==> config.mk <==
export PLATFORM = sky130hd
export DESIGN_NAME = cbc_bus_ctl
export DESIGN_NICKNAME = d
export VERILOG_FILES = /design/src/cbc_pkg.sv /design/src/cbc_irq_if.sv /design/src/cbc_bus_ctl.sv /design/src/cbc_rst_qual.sv /design/src/cbc_irq_arb.sv
export SDC_FILE = /design/constraint.sdc
export NUM_CORES = 1
export LEC_CHECK = 0
export BUFFER_PORTS_ARGS = -buffer_cell sky130_fd_sc_hd__buf_4
export CORE_UTILIZATION = 40
export DETAILED_ROUTE_END_ITERATION = 8
export PLACE_DENSITY = 0.67
export SYNTH_ARGS = -nofsm -noshare
export SYNTH_HDL_FRONTEND = slang
export SYNTH_SLANG_ARGS = --single-unit
==> constraint.sdc <==
create_clock -name clk_in -period 2.9 [get_ports clk_in]
set_clock_uncertainty 0.2 [all_clocks]
set_input_delay 0.58 -clock clk_in [delete_from_list [all_inputs] [get_ports clk_in]]
set_output_delay 0.58 -clock clk_in [all_outputs]
set_load 0.02 [all_outputs]
==> src/cbc_pkg.sv <==
// cbc_pkg: shared constants, cycle kinds and decode helpers
package cbc_pkg;

  // bus widths
  localparam int ADDR_W = 16;
  localparam int DATA_W = 8;
  // refresh address width on the low address lines
  localparam int RFSH_W = 7;
  // non-maskable interrupt restart address
  localparam logic [15:0] NMI_VECTOR = 16'h0066;
  // cycles the external reset must be held high
  localparam int RESET_HOLD_CYC = 2;
  // reset values
  localparam logic [15:0] ADDR_RST = 16'h0000;
  localparam logic [7:0] DATA_RST = 8'h00;
  localparam logic [6:0] RFSH_RST = 7'h00;

  // machine cycle kinds asked for by the core
  typedef enum logic [2:0] {
    CBC_FETCH = 3'h0, // opcode fetch
    CBC_MRD = 3'h1,   // memory read
    CBC_MWR = 3'h2,   // memory write
    CBC_IORD = 3'h3,  // i/o read
    CBC_IOWR = 3'h4,  // i/o write
    CBC_INTA = 3'h5   // interrupt acknowledge
  } cbc_kind_t;

  // cycle drives the memory request strobe
  function automatic logic is_mem(input cbc_kind_t k);
    is_mem = (k == CBC_FETCH) || (k == CBC_MRD) || (k == CBC_MWR);
  endfunction : is_mem

  // cycle drives the i/o request strobe
  function automatic logic is_io(input cbc_kind_t k);
    is_io = (k == CBC_IORD) || (k == CBC_IOWR) || (k == CBC_INTA);
  endfunction : is_io

  // cycle reads data from the bus
  function automatic logic is_rd(input cbc_kind_t k);
    is_rd = (k == CBC_FETCH) || (k == CBC_MRD) || (k == CBC_IORD)
      || (k == CBC_INTA);
  endfunction : is_rd

  // cycle writes data to the bus
  function automatic logic is_wr(input cbc_kind_t k);
    is_wr = (k == CBC_MWR) || (k == CBC_IOWR);
  endfunction : is_wr

  // cycle raises the first-machine-cycle output
  function automatic logic is_m1(input cbc_kind_t k);
    is_m1 = (k == CBC_FETCH) || (k == CBC_INTA);
  endfunction : is_m1

endpackage : cbc_pkg

==> src/cbc_irq_if.sv <==
// cbc_irq_if: link between cycle control and interrupt arbiter
`timescale 1ns/1ps
`default_nettype none
interface cbc_irq_if;
  logic boundary;  // instruction ended, none started
  logic idle;      // no machine cycle in progress
  logic hold_want; // bus hold request present
  logic ie;        // interrupt enable flip-flop
  logic take;      // accept interrupt now
  logic take_nmi;  // accepted one is non-maskable
  modport ctl (output boundary, idle, hold_want, ie,
    input take, take_nmi);
  modport arb (input boundary, idle, hold_want, ie,
    output take, take_nmi);
endinterface : cbc_irq_if
`default_nettype wire

==> src/cbc_bus_ctl.sv <==
// cbc_bus_ctl: external bus and control pins of the cpu core
//
// How it works
// - reset high two cycles gives sync reset
// - not-ready input adds wait states while low
// - maskable request at instruction end, enabled
// - nmi outranks maskable, ignores enable flag
// - nmi service resumes fetching at 0066h
// - bus hold outranks nmi, taken per cycle
// - hold releases address, data and strobes
// - grant only after release; master waits
// - first-cycle output with memory request on fetch
// - first-cycle output with i/o request on ack
// - 16-bit address output with drive enable
// - split 8-bit data buses with drive enable
// - memory request only with valid address
// - i/o request only with valid port address
// - synchronous except the async power-on reset, no internal tri-states
// - read strobe while core wants data
// - write strobe only with valid data out
// - refresh strobe with memory request, 7 bits
// - stopped output low from halt to interrupt
`timescale 1ns/1ps
`default_nettype none
module cbc_bus_ctl #(
  parameter int ADDR_W = cbc_pkg::ADDR_W,
  parameter int DATA_W = cbc_pkg::DATA_W
) (
  // clock and resets
  input wire logic clk_in,
  input wire logic resetn_in,
  input wire logic reset_in,
  output logic core_rst_out,
  // machine cycle requests from the core
  input wire logic req_valid_in,
  input wire cbc_pkg::cbc_kind_t req_kind_in,
  input wire logic [ADDR_W-1:0] req_addr_in,
  input wire logic [DATA_W-1:0] req_wdata_in,
  input wire logic req_last_in,
  output logic req_ready_out,
  output logic done_out,
  output logic [DATA_W-1:0] rdata_out,
  // interrupt and halt exchange with the core
  input wire logic ie_in,
  input wire logic halt_in,
  output logic irq_take_out,
  output logic irq_nmi_out,
  output logic [ADDR_W-1:0] irq_vector_out,
  // interrupt and hold pins
  input wire logic int_n_in,
  input wire logic nmi_n_in,
  input wire logic busreq_n_in,
  output logic busak_n_out,
  input wire logic wait_n_in,
  // address and data pins
  output logic [ADDR_W-1:0] addr_out,
  output logic addr_drv_out,
  input wire logic [DATA_W-1:0] data_in,
  output logic [DATA_W-1:0] data_out,
  output logic data_drv_out,
  // strobe pins with their drive enables
  output logic opcode_fetch_cycle_out,
  output logic mreq_n_out,
  output logic mreq_drv_out,
  output logic ioreq_n_out,
  output logic ioreq_drv_out,
  output logic rd_n_out,
  output logic rd_drv_out,
  output logic wr_n_out,
  output logic wr_drv_out,
  output logic rfsh_n_out,
  output logic halt_n_out
);

  // bus sequencer states
  typedef enum logic [6:0] {
    CBC_IDLE = 7'b0000001, // between machine cycles
    CBC_T1 = 7'b0000010,   // address out, strobes on
    CBC_T2 = 7'b0000100,   // wait sampling
    CBC_T3 = 7'b0001000,   // data capture
    CBC_RF = 7'b0010000,   // refresh after fetch
    CBC_REL = 7'b0100000,  // releasing the bus
    CBC_HOLD = 7'b1000000  // bus granted away
  } cbc_state_t;

  cbc_state_t state_q; // sequencer state
  cbc_state_t state_d; // its next value
  cbc_pkg::cbc_kind_t kind_q; // kind of running cycle
  logic [ADDR_W-1:0] addr_q; // address on the pins
  logic [DATA_W-1:0] wdata_q; // write data on the pins
  logic [DATA_W-1:0] rdata_q; // captured read data
  logic last_q; // running cycle ends the instruction
  logic done_q; // one-cycle done pulse
  logic boundary_q; // at an instruction boundary
  logic halted_q; // halt executed, awaiting interrupt
  logic [cbc_pkg::RFSH_W-1:0] rfsh_q; // refresh counter
  logic take_q; // registered interrupt accept
  logic nmi_q; // accepted one was nmi
  logic [ADDR_W-1:0] vec_q; // restart address
  logic rst; // qualified synchronous reset
  logic in_cyc; // inside t1..t3
  logic hold_req; // bus hold asked for
  logic accept; // request taken this cycle
  logic cyc_end; // machine cycle finishes this cycle
  logic fetch_q; // running cycle is an opcode fetch

  // upper address bits during refresh
  localparam int RFSH_HI = ADDR_W - cbc_pkg::RFSH_W;

  // link to the interrupt arbiter
  cbc_irq_if irq ();

  // external reset qualifier
  cbc_rst_qual u_rst (
    .clk_in(clk_in),
    .resetn_in(resetn_in),
    .reset_in(reset_in),
    .sync_rst_out(rst)
  );

  // interrupt priority and nmi latch
  cbc_irq_arb u_arb (
    .clk_in(clk_in),
    .resetn_in(resetn_in),
    .rst_in(rst),
    .int_n_in(int_n_in),
    .nmi_n_in(nmi_n_in),
    .irq(irq.arb)
  );

  // core side sees the qualified reset
  assign core_rst_out = rst;

  // common decodes
  assign in_cyc = (state_q == CBC_T1) || (state_q == CBC_T2)
    || (state_q == CBC_T3);
  assign hold_req = !busreq_n_in;
  assign fetch_q = (kind_q == cbc_pkg::CBC_FETCH);
  assign cyc_end = ((state_q == CBC_T3) && !fetch_q)
    || (state_q == CBC_RF);

  // arbiter inputs
  assign irq.boundary = boundary_q;
  assign irq.idle = (state_q == CBC_IDLE);
  assign irq.hold_want = hold_req;
  assign irq.ie = ie_in;

  // new cycle only when idle, no hold, no interrupt
  assign req_ready_out = (state_q == CBC_IDLE) && !hold_req
    && !irq.take && !halted_q;
  assign accept = req_ready_out && req_valid_in;

  // next state of the bus sequencer
  always_comb begin
    state_d = state_q;
    unique case (state_q)
      CBC_IDLE: begin
        // hold between cycles, else start a cycle
        if (hold_req) begin
          state_d = CBC_REL;
        end else if (accept) begin
          state_d = CBC_T1;
        end
      end
      CBC_T1: begin
        state_d = CBC_T2;
      end
      CBC_T2: begin
        // stay while the addressed device is not ready
        if (wait_n_in) begin
          state_d = CBC_T3;
        end
      end
      CBC_T3: begin
        // fetch is followed by a refresh slot
        if (fetch_q) begin
          state_d = CBC_RF;
        end else if (hold_req) begin
          state_d = CBC_REL;
        end else begin
          state_d = CBC_IDLE;
        end
      end
      CBC_RF: begin
        // hold recognised at machine cycle end
        state_d = hold_req ? CBC_REL : CBC_IDLE;
      end
      CBC_REL: begin
        // drivers are off now, grant next
        state_d = CBC_HOLD;
      end
      CBC_HOLD: begin
        // give the bus back when request drops
        if (!hold_req) begin
          state_d = CBC_IDLE;
        end
      end
      default: begin
        state_d = CBC_IDLE;
      end
    endcase
  end

  // sequencer state register, sync reset only acts on clock
  always_ff @(posedge clk_in or negedge resetn_in) begin
    if (!resetn_in) begin
      state_q <= CBC_IDLE;
    end else if (rst) begin
      state_q <= CBC_IDLE;
    end else begin
      state_q <= state_d;
    end
  end

  // cycle kind, last flag and write data latched on accept
  always_ff @(posedge clk_in or negedge resetn_in) begin
    if (!resetn_in) begin
      kind_q <= cbc_pkg::CBC_MRD;
      last_q <= 1'b0;
      wdata_q <= cbc_pkg::DATA_RST;
    end else if (rst) begin
      kind_q <= cbc_pkg::CBC_MRD;
      last_q <= 1'b0;
      wdata_q <= cbc_pkg::DATA_RST;
    end else if (accept) begin
      kind_q <= req_kind_in;
      last_q <= req_last_in;
      wdata_q <= req_wdata_in;
    end
  end

  // address register: request address, then refresh address
  always_ff @(posedge clk_in or negedge resetn_in) begin
    if (!resetn_in) begin
      addr_q <= cbc_pkg::ADDR_RST;
    end else if (rst) begin
      addr_q <= cbc_pkg::ADDR_RST;
    end else if (accept) begin
      addr_q <= req_addr_in;
    end else if ((state_q == CBC_T3) && fetch_q) begin
      addr_q <= {{RFSH_HI{1'b0}}, rfsh_q};
    end
  end

  // refresh counter steps after each refresh slot
  always_ff @(posedge clk_in or negedge resetn_in) begin
    if (!resetn_in) begin
      rfsh_q <= cbc_pkg::RFSH_RST;
    end else if (rst) begin
      rfsh_q <= cbc_pkg::RFSH_RST;
    end else if (state_q == CBC_RF) begin
      rfsh_q <= rfsh_q + 1'b1;
    end
  end

  // read data capture and done pulse at the end of t3
  always_ff @(posedge clk_in or negedge resetn_in) begin
    if (!resetn_in) begin
      rdata_q <= cbc_pkg::DATA_RST;
      done_q <= 1'b0;
    end else if (rst) begin
      rdata_q <= cbc_pkg::DATA_RST;
      done_q <= 1'b0;
    end else begin
      done_q <= (state_q == CBC_T3);
      // read data gated onto data_in by the read strobe
      if ((state_q == CBC_T3) && cbc_pkg::is_rd(kind_q)) begin
        rdata_q <= data_in;
      end
    end
  end

  // instruction boundary: set by last cycle, cleared on use
  always_ff @(posedge clk_in or negedge resetn_in) begin
    if (!resetn_in) begin
      boundary_q <= 1'b1;
    end else if (rst) begin
      boundary_q <= 1'b1;
    end else if (cyc_end && last_q) begin
      boundary_q <= 1'b1;
    end else if (accept || irq.take) begin
      boundary_q <= 1'b0;
    end
  end

  // halt state: halt wins over a same-cycle interrupt take
  always_ff @(posedge clk_in or negedge resetn_in) begin
    if (!resetn_in) begin
      halted_q <= 1'b0;
    end else if (rst) begin
      halted_q <= 1'b0;
    end else if (halt_in) begin
      halted_q <= 1'b1;
    end else if (irq.take) begin
      halted_q <= 1'b0;
    end
  end

  // interrupt accept reported to the core
  always_ff @(posedge clk_in or negedge resetn_in) begin
    if (!resetn_in) begin
      take_q <= 1'b0;
      nmi_q <= 1'b0;
      vec_q <= cbc_pkg::ADDR_RST;
    end else if (rst) begin
      take_q <= 1'b0;
      nmi_q <= 1'b0;
      vec_q <= cbc_pkg::ADDR_RST;
    end else begin
      take_q <= irq.take;
      if (irq.take) begin
        nmi_q <= irq.take_nmi;
        // nmi restarts at the fixed vector
        vec_q <= irq.take_nmi ? cbc_pkg::NMI_VECTOR
          : cbc_pkg::ADDR_RST;
      end
    end
  end

  // core side outputs
  assign done_out = done_q;
  assign rdata_out = rdata_q;
  assign irq_take_out = take_q;
  assign irq_nmi_out = nmi_q;
  assign irq_vector_out = vec_q;

  // address and data pins, released in hold
  assign addr_out = addr_q;
  assign addr_drv_out = !(state_q == CBC_REL)
    && !(state_q == CBC_HOLD);
  assign data_out = wdata_q;
  // data is driven only during write cycles
  assign data_drv_out = in_cyc
    && cbc_pkg::is_wr(kind_q);

  // strobes: all enables follow the address enable
  assign mreq_n_out = !((in_cyc && cbc_pkg::is_mem(kind_q))
    || (state_q == CBC_RF));
  assign ioreq_n_out = !(in_cyc
    && cbc_pkg::is_io(kind_q));
  assign rd_n_out = !(in_cyc && cbc_pkg::is_rd(kind_q));
  assign wr_n_out = !(in_cyc && cbc_pkg::is_wr(kind_q));
  assign rfsh_n_out = !(state_q == CBC_RF);
  assign mreq_drv_out = addr_drv_out;
  assign ioreq_drv_out = addr_drv_out;
  assign rd_drv_out = addr_drv_out;
  assign wr_drv_out = addr_drv_out;

  // first-cycle output on fetch and acknowledge
  assign opcode_fetch_cycle_out = in_cyc
    && cbc_pkg::is_m1(kind_q);

  // grant only once the drivers are already off
  assign busak_n_out = !(state_q == CBC_HOLD);

  // stopped indicator
  assign halt_n_out = !halted_q;

endmodule : cbc_bus_ctl
`default_nettype wire

==> src/cbc_rst_qual.sv <==
// cbc_rst_qual: qualifies the external reset into a sync reset
`timescale 1ns/1ps
`default_nettype none
module cbc_rst_qual #(
  parameter int HOLD_CYC = cbc_pkg::RESET_HOLD_CYC
) (
  // clock and power-on reset
  input wire logic clk_in,
  input wire logic resetn_in,
  // external reset level and qualified result
  input wire logic reset_in,
  output logic sync_rst_out
);
  // consecutive high samples, saturating
  logic [1:0] cnt_q;
  localparam logic [1:0] HOLD = 2'(HOLD_CYC);

  // count while high, restart on any low sample
  always_ff @(posedge clk_in or negedge resetn_in) begin
    if (!resetn_in) begin
      cnt_q <= 2'h0;
    end else if (!reset_in) begin
      cnt_q <= 2'h0;
    end else if (cnt_q != HOLD) begin
      cnt_q <= cnt_q + 2'h1;
    end
  end

  // reset acts once held long enough, lasts while held
  assign sync_rst_out = (cnt_q == HOLD) && reset_in;
endmodule : cbc_rst_qual
`default_nettype wire

==> src/cbc_irq_arb.sv <==
// cbc_irq_arb: nmi edge latch and interrupt priority
`timescale 1ns/1ps
`default_nettype none
module cbc_irq_arb (
  // clock and resets
  input wire logic clk_in,
  input wire logic resetn_in,
  input wire logic rst_in,
  // interrupt pins
  input wire logic int_n_in,
  input wire logic nmi_n_in,
  // link to cycle control
  cbc_irq_if.arb irq
);
  logic nmi_prev_q; // last nmi pin sample
  logic nmi_pend_q; // nmi edge seen, not yet served
  logic nmi_edge;   // falling edge this cycle
  logic int_ok;     // maskable request allowed

  assign nmi_edge = nmi_prev_q && !nmi_n_in;
  // maskable only with the enable flip-flop set
  assign int_ok = !int_n_in && irq.ie;

  // sample nmi pin for edge detection
  always_ff @(posedge clk_in or negedge resetn_in) begin
    if (!resetn_in) begin
      nmi_prev_q <= 1'b1;
    end else if (rst_in) begin
      nmi_prev_q <= 1'b1;
    end else begin
      nmi_prev_q <= nmi_n_in;
    end
  end

  // pending nmi: a new edge wins over the clear
  always_ff @(posedge clk_in or negedge resetn_in) begin
    if (!resetn_in) begin
      nmi_pend_q <= 1'b0;
    end else if (rst_in) begin
      nmi_pend_q <= 1'b0;
    end else if (nmi_edge) begin
      nmi_pend_q <= 1'b1;
    end else if (irq.take && irq.take_nmi) begin
      nmi_pend_q <= 1'b0;
    end
  end

  // accept at instruction end, never against bus hold
  assign irq.take = irq.boundary && irq.idle && !irq.hold_want
    && (nmi_pend_q || int_ok);
  // nmi outranks maskable, enable ignored
  assign irq.take_nmi = nmi_pend_q;
endmodule : cbc_irq_arb
`default_nettype wire

==> metrics.txt <==
status=completed; Post-route DRC=0; Root Driver=clkbuf_8; final hold vios=0; Max Cap Viol=0; Total GRT Usage=18.33%; Mean Syn Cell Area=around 9.5 um^2; die width=89.10 um; setup TNS=0 ps; placed cell count=approximately 500; area of the mapped netlist=~3000 um^2; Pwr Total=~3.6 mW; fillers=between 600 and 700; dpl hpwl=between 4 and 5 mm; hold_buf cts=0; main combinational cell family by area after synthesis=simple AND/OR/NAND/NOR gates; CTS max path bufs=2; reg2reg start=state_q[4]; simple-gate share of the synthesized area=between 20% and 30%; EDFF count, synth=0; Crit Path Class=flip-flop to primary output; die area=just under 8000 um^2; cell area after layout=~4100 um^2; FF-to-FF End=addr_out[2]; FF-to-FF path depth=7; CTS tree=built; FMAX=roughly 0.35 GHz; layout cells sized above 1=36.58%; VDD IR-drop max=about 0.4 mV; largest net degree at the start of global routing=60; Post-DP Area=between 3000 and 4000 um^2; post-synthesis xor/xnor area fraction=~2.6%; critical path arrival=between 2000 and 2500 ps; Core Box Area=between 7000 and 8000 um^2; n_diodes=0; post-synthesis adder-cell area fraction=less than 1%; final WL=between 7 and 8 mm; minimum clock period after layout=2840 ps; commonest non-fill, non-tap cell in the layout=buf_4; distinct cell type count after synthesis=45; Startpoint Class=flip-flop; worst rel slew slack=49.56%; pwr dens=roughly 900 nW/um^2; Syn-to-layout area delta=33.65%; fin. max-slew vios=0; sequential fraction of the synthesis area=slightly below 50%; Synth async-reset ratio=100.0%; DRT Pass-1 Iters=4; Crit. Startpoint=state_q[4]; LEAKAGE=1.994 nW; cells after synthesis=320; first-pass GRT wire length=around 11 mm; vias in the first global route=2,387; Antenna Nets Post-Route=0; final hold slack=between 100 and 150 ps; ratio of final minimum period to clock period=97.92%; routability cong.=~0.84; GRT overflow=0; TritonCTS Buffers=9; via count=roughly 2,600; wire length per cell=~14 um; hold crit path type=primary input to async pin; R2R setup slack=a little over 400 ps; Synth warnings=0; Most used DFF post-synth=dfrtp_1; critical-path maximum fanout=4; vias per std cell=about 5.0; # port buffers=100; initial antenna violation count=0; highest-count cells in the layout ignoring fill and taps=112 x buf_4, 53 x dfrtp_1, 49 x nand2_1; initial drt markers=between 100 and 150; Die H=89.10 um; Finish-stage setup viols=0; clk sinks=59; CP Capture Type=primary output; Final #Nets=between 400 and 500; CTS clock-pin slew for the worst setup and hold paths=70 ps; Ports=between 100 and 150; CTS H-tree lvls=3; Initial Util=41.61%; mux contribution to synthesized area=2.969%; Non-Filler Instances=520; Synth Area in Compound Gates=approximately 15%; worst path required time=roughly 2100 ps; number of synthesized register bits=roughly 60; Worst Tran Pin Value=around 760 ps; Rows=31; latest clock arrival within the worst-skew pair=between 300 and 400 ps
## where the power goes
group | internal (mW) | leakage (nW) | total (mW) | switching [mW]
clock network | 0.527 | 0.119 | 0.841 | 0.315
logic | 0.669 | 1.09 | 1.46 | 0.789
registers | 1.10 | 0.784 | 1.34 | 0.237
total | 2.30 | 1.99 | 3.64 | 1.34
## stage by stage
stage / util (%) / setup WS [ps]
after global routing: 55.61 / -2.492
after detailed placement: 51.54 / 272.8
final: 55.61 / 60.18
after CTS: 55.01 / 8.341
after floorplan: - / 191.5
after global placement: 51.54 / 337.0
## routing by layer
layer | global-route usage, % | share of wire (%)
met3 | 5.171 | 5.9
met1 | 23.26 | 43
met2 | 30.81 | 50
met4 | 4.906 | 0.89
met5 | 0 | 0
## worst max-delay path, cell delays in order (launching register included)
cell and delay, ps:
dfrtp_1 410, buf_4 150, or4_4 490, or3_4 380
nor3_4 180, buf_6 140
## synth_stat cells (all sizes together), types with 2 or more instances
library cell,n,area (um^2)
inv,6,22.52
nor4,3,25.02
dfstp,4,105.1
o211ai,2,15.01
xnor2,3,26.28
nand3,15,75.07
o21a,2,15.01
clkbuf,9,33.78
or3,5,36.28
nor3,6,35.03
buf,31,225.2
dfrtp,55,1376
and2,4,25.02
nand2b,4,25.02
nor2,26,97.59
or2,2,12.52
nand2,49,183.9
ha,2,25.02
a211oi,9,102.6
mux2i,9,90.09
a21oi,35,175.2
o21ai,8,40.04
nand4,3,18.77
or4,2,22.52
xor2,6,52.55
a22o,8,70.07
nor2b,2,12.51
## state kept, by name (all words and copies together), names as in the netlist
name                flops
rfsh_q                  7
u_arb.irq.take_nmi      1
last_q                  1
state_q                 7
done_out                1
boundary_q              1
kind_q                  3
u_arb.nmi_prev_q        1
u_rst.cnt_q             2
irq_vector_out          1
irq_take_out            1
halted_q                1
rdata_out               8
data_out                8
addr_out               16
## layout make-up
type	count	area, um^2	area share, %
inverter	7	26.28	0.6479
timing repair buffer	114	863.3	21.29
tap	99	123.9	3.055
sequential	59	1484	36.59
multi-input combinational	225	1331	32.83
clock inverter	5	75.07	1.851
clock buffer	11	151.4	3.733
## cell families after synthesis
logic type / count (synthesis)
adder cells (fa/ha/maj): 2
flip-flops: 59
AO/OA/AOI/OAI: 67
XOR/XNOR: 9
AND/OR/NAND/NOR: 126
other: 1
buffers and inverters: 47
multiplexers: 9
## worst max path at each step
stage | end | slack, ps
final | req_ready_out | 60
after global placement | data_drv_out | 340
after floorplan | data_drv_out | 190
after global routing | req_ready_out | -2
after CTS | data_drv_out | 8
after detailed placement | data_drv_out | 270
## what timing repair did
action / 4_1_cts / 5_1_grt
pin swaps: 0 / 3
setup endpoints to repair: 3 / 3
setup buffers: 2 / 3
hold endpoints to repair: 0 / 0
gates resized for setup: 5 / 4
Power figures use the tool's default switching activity.
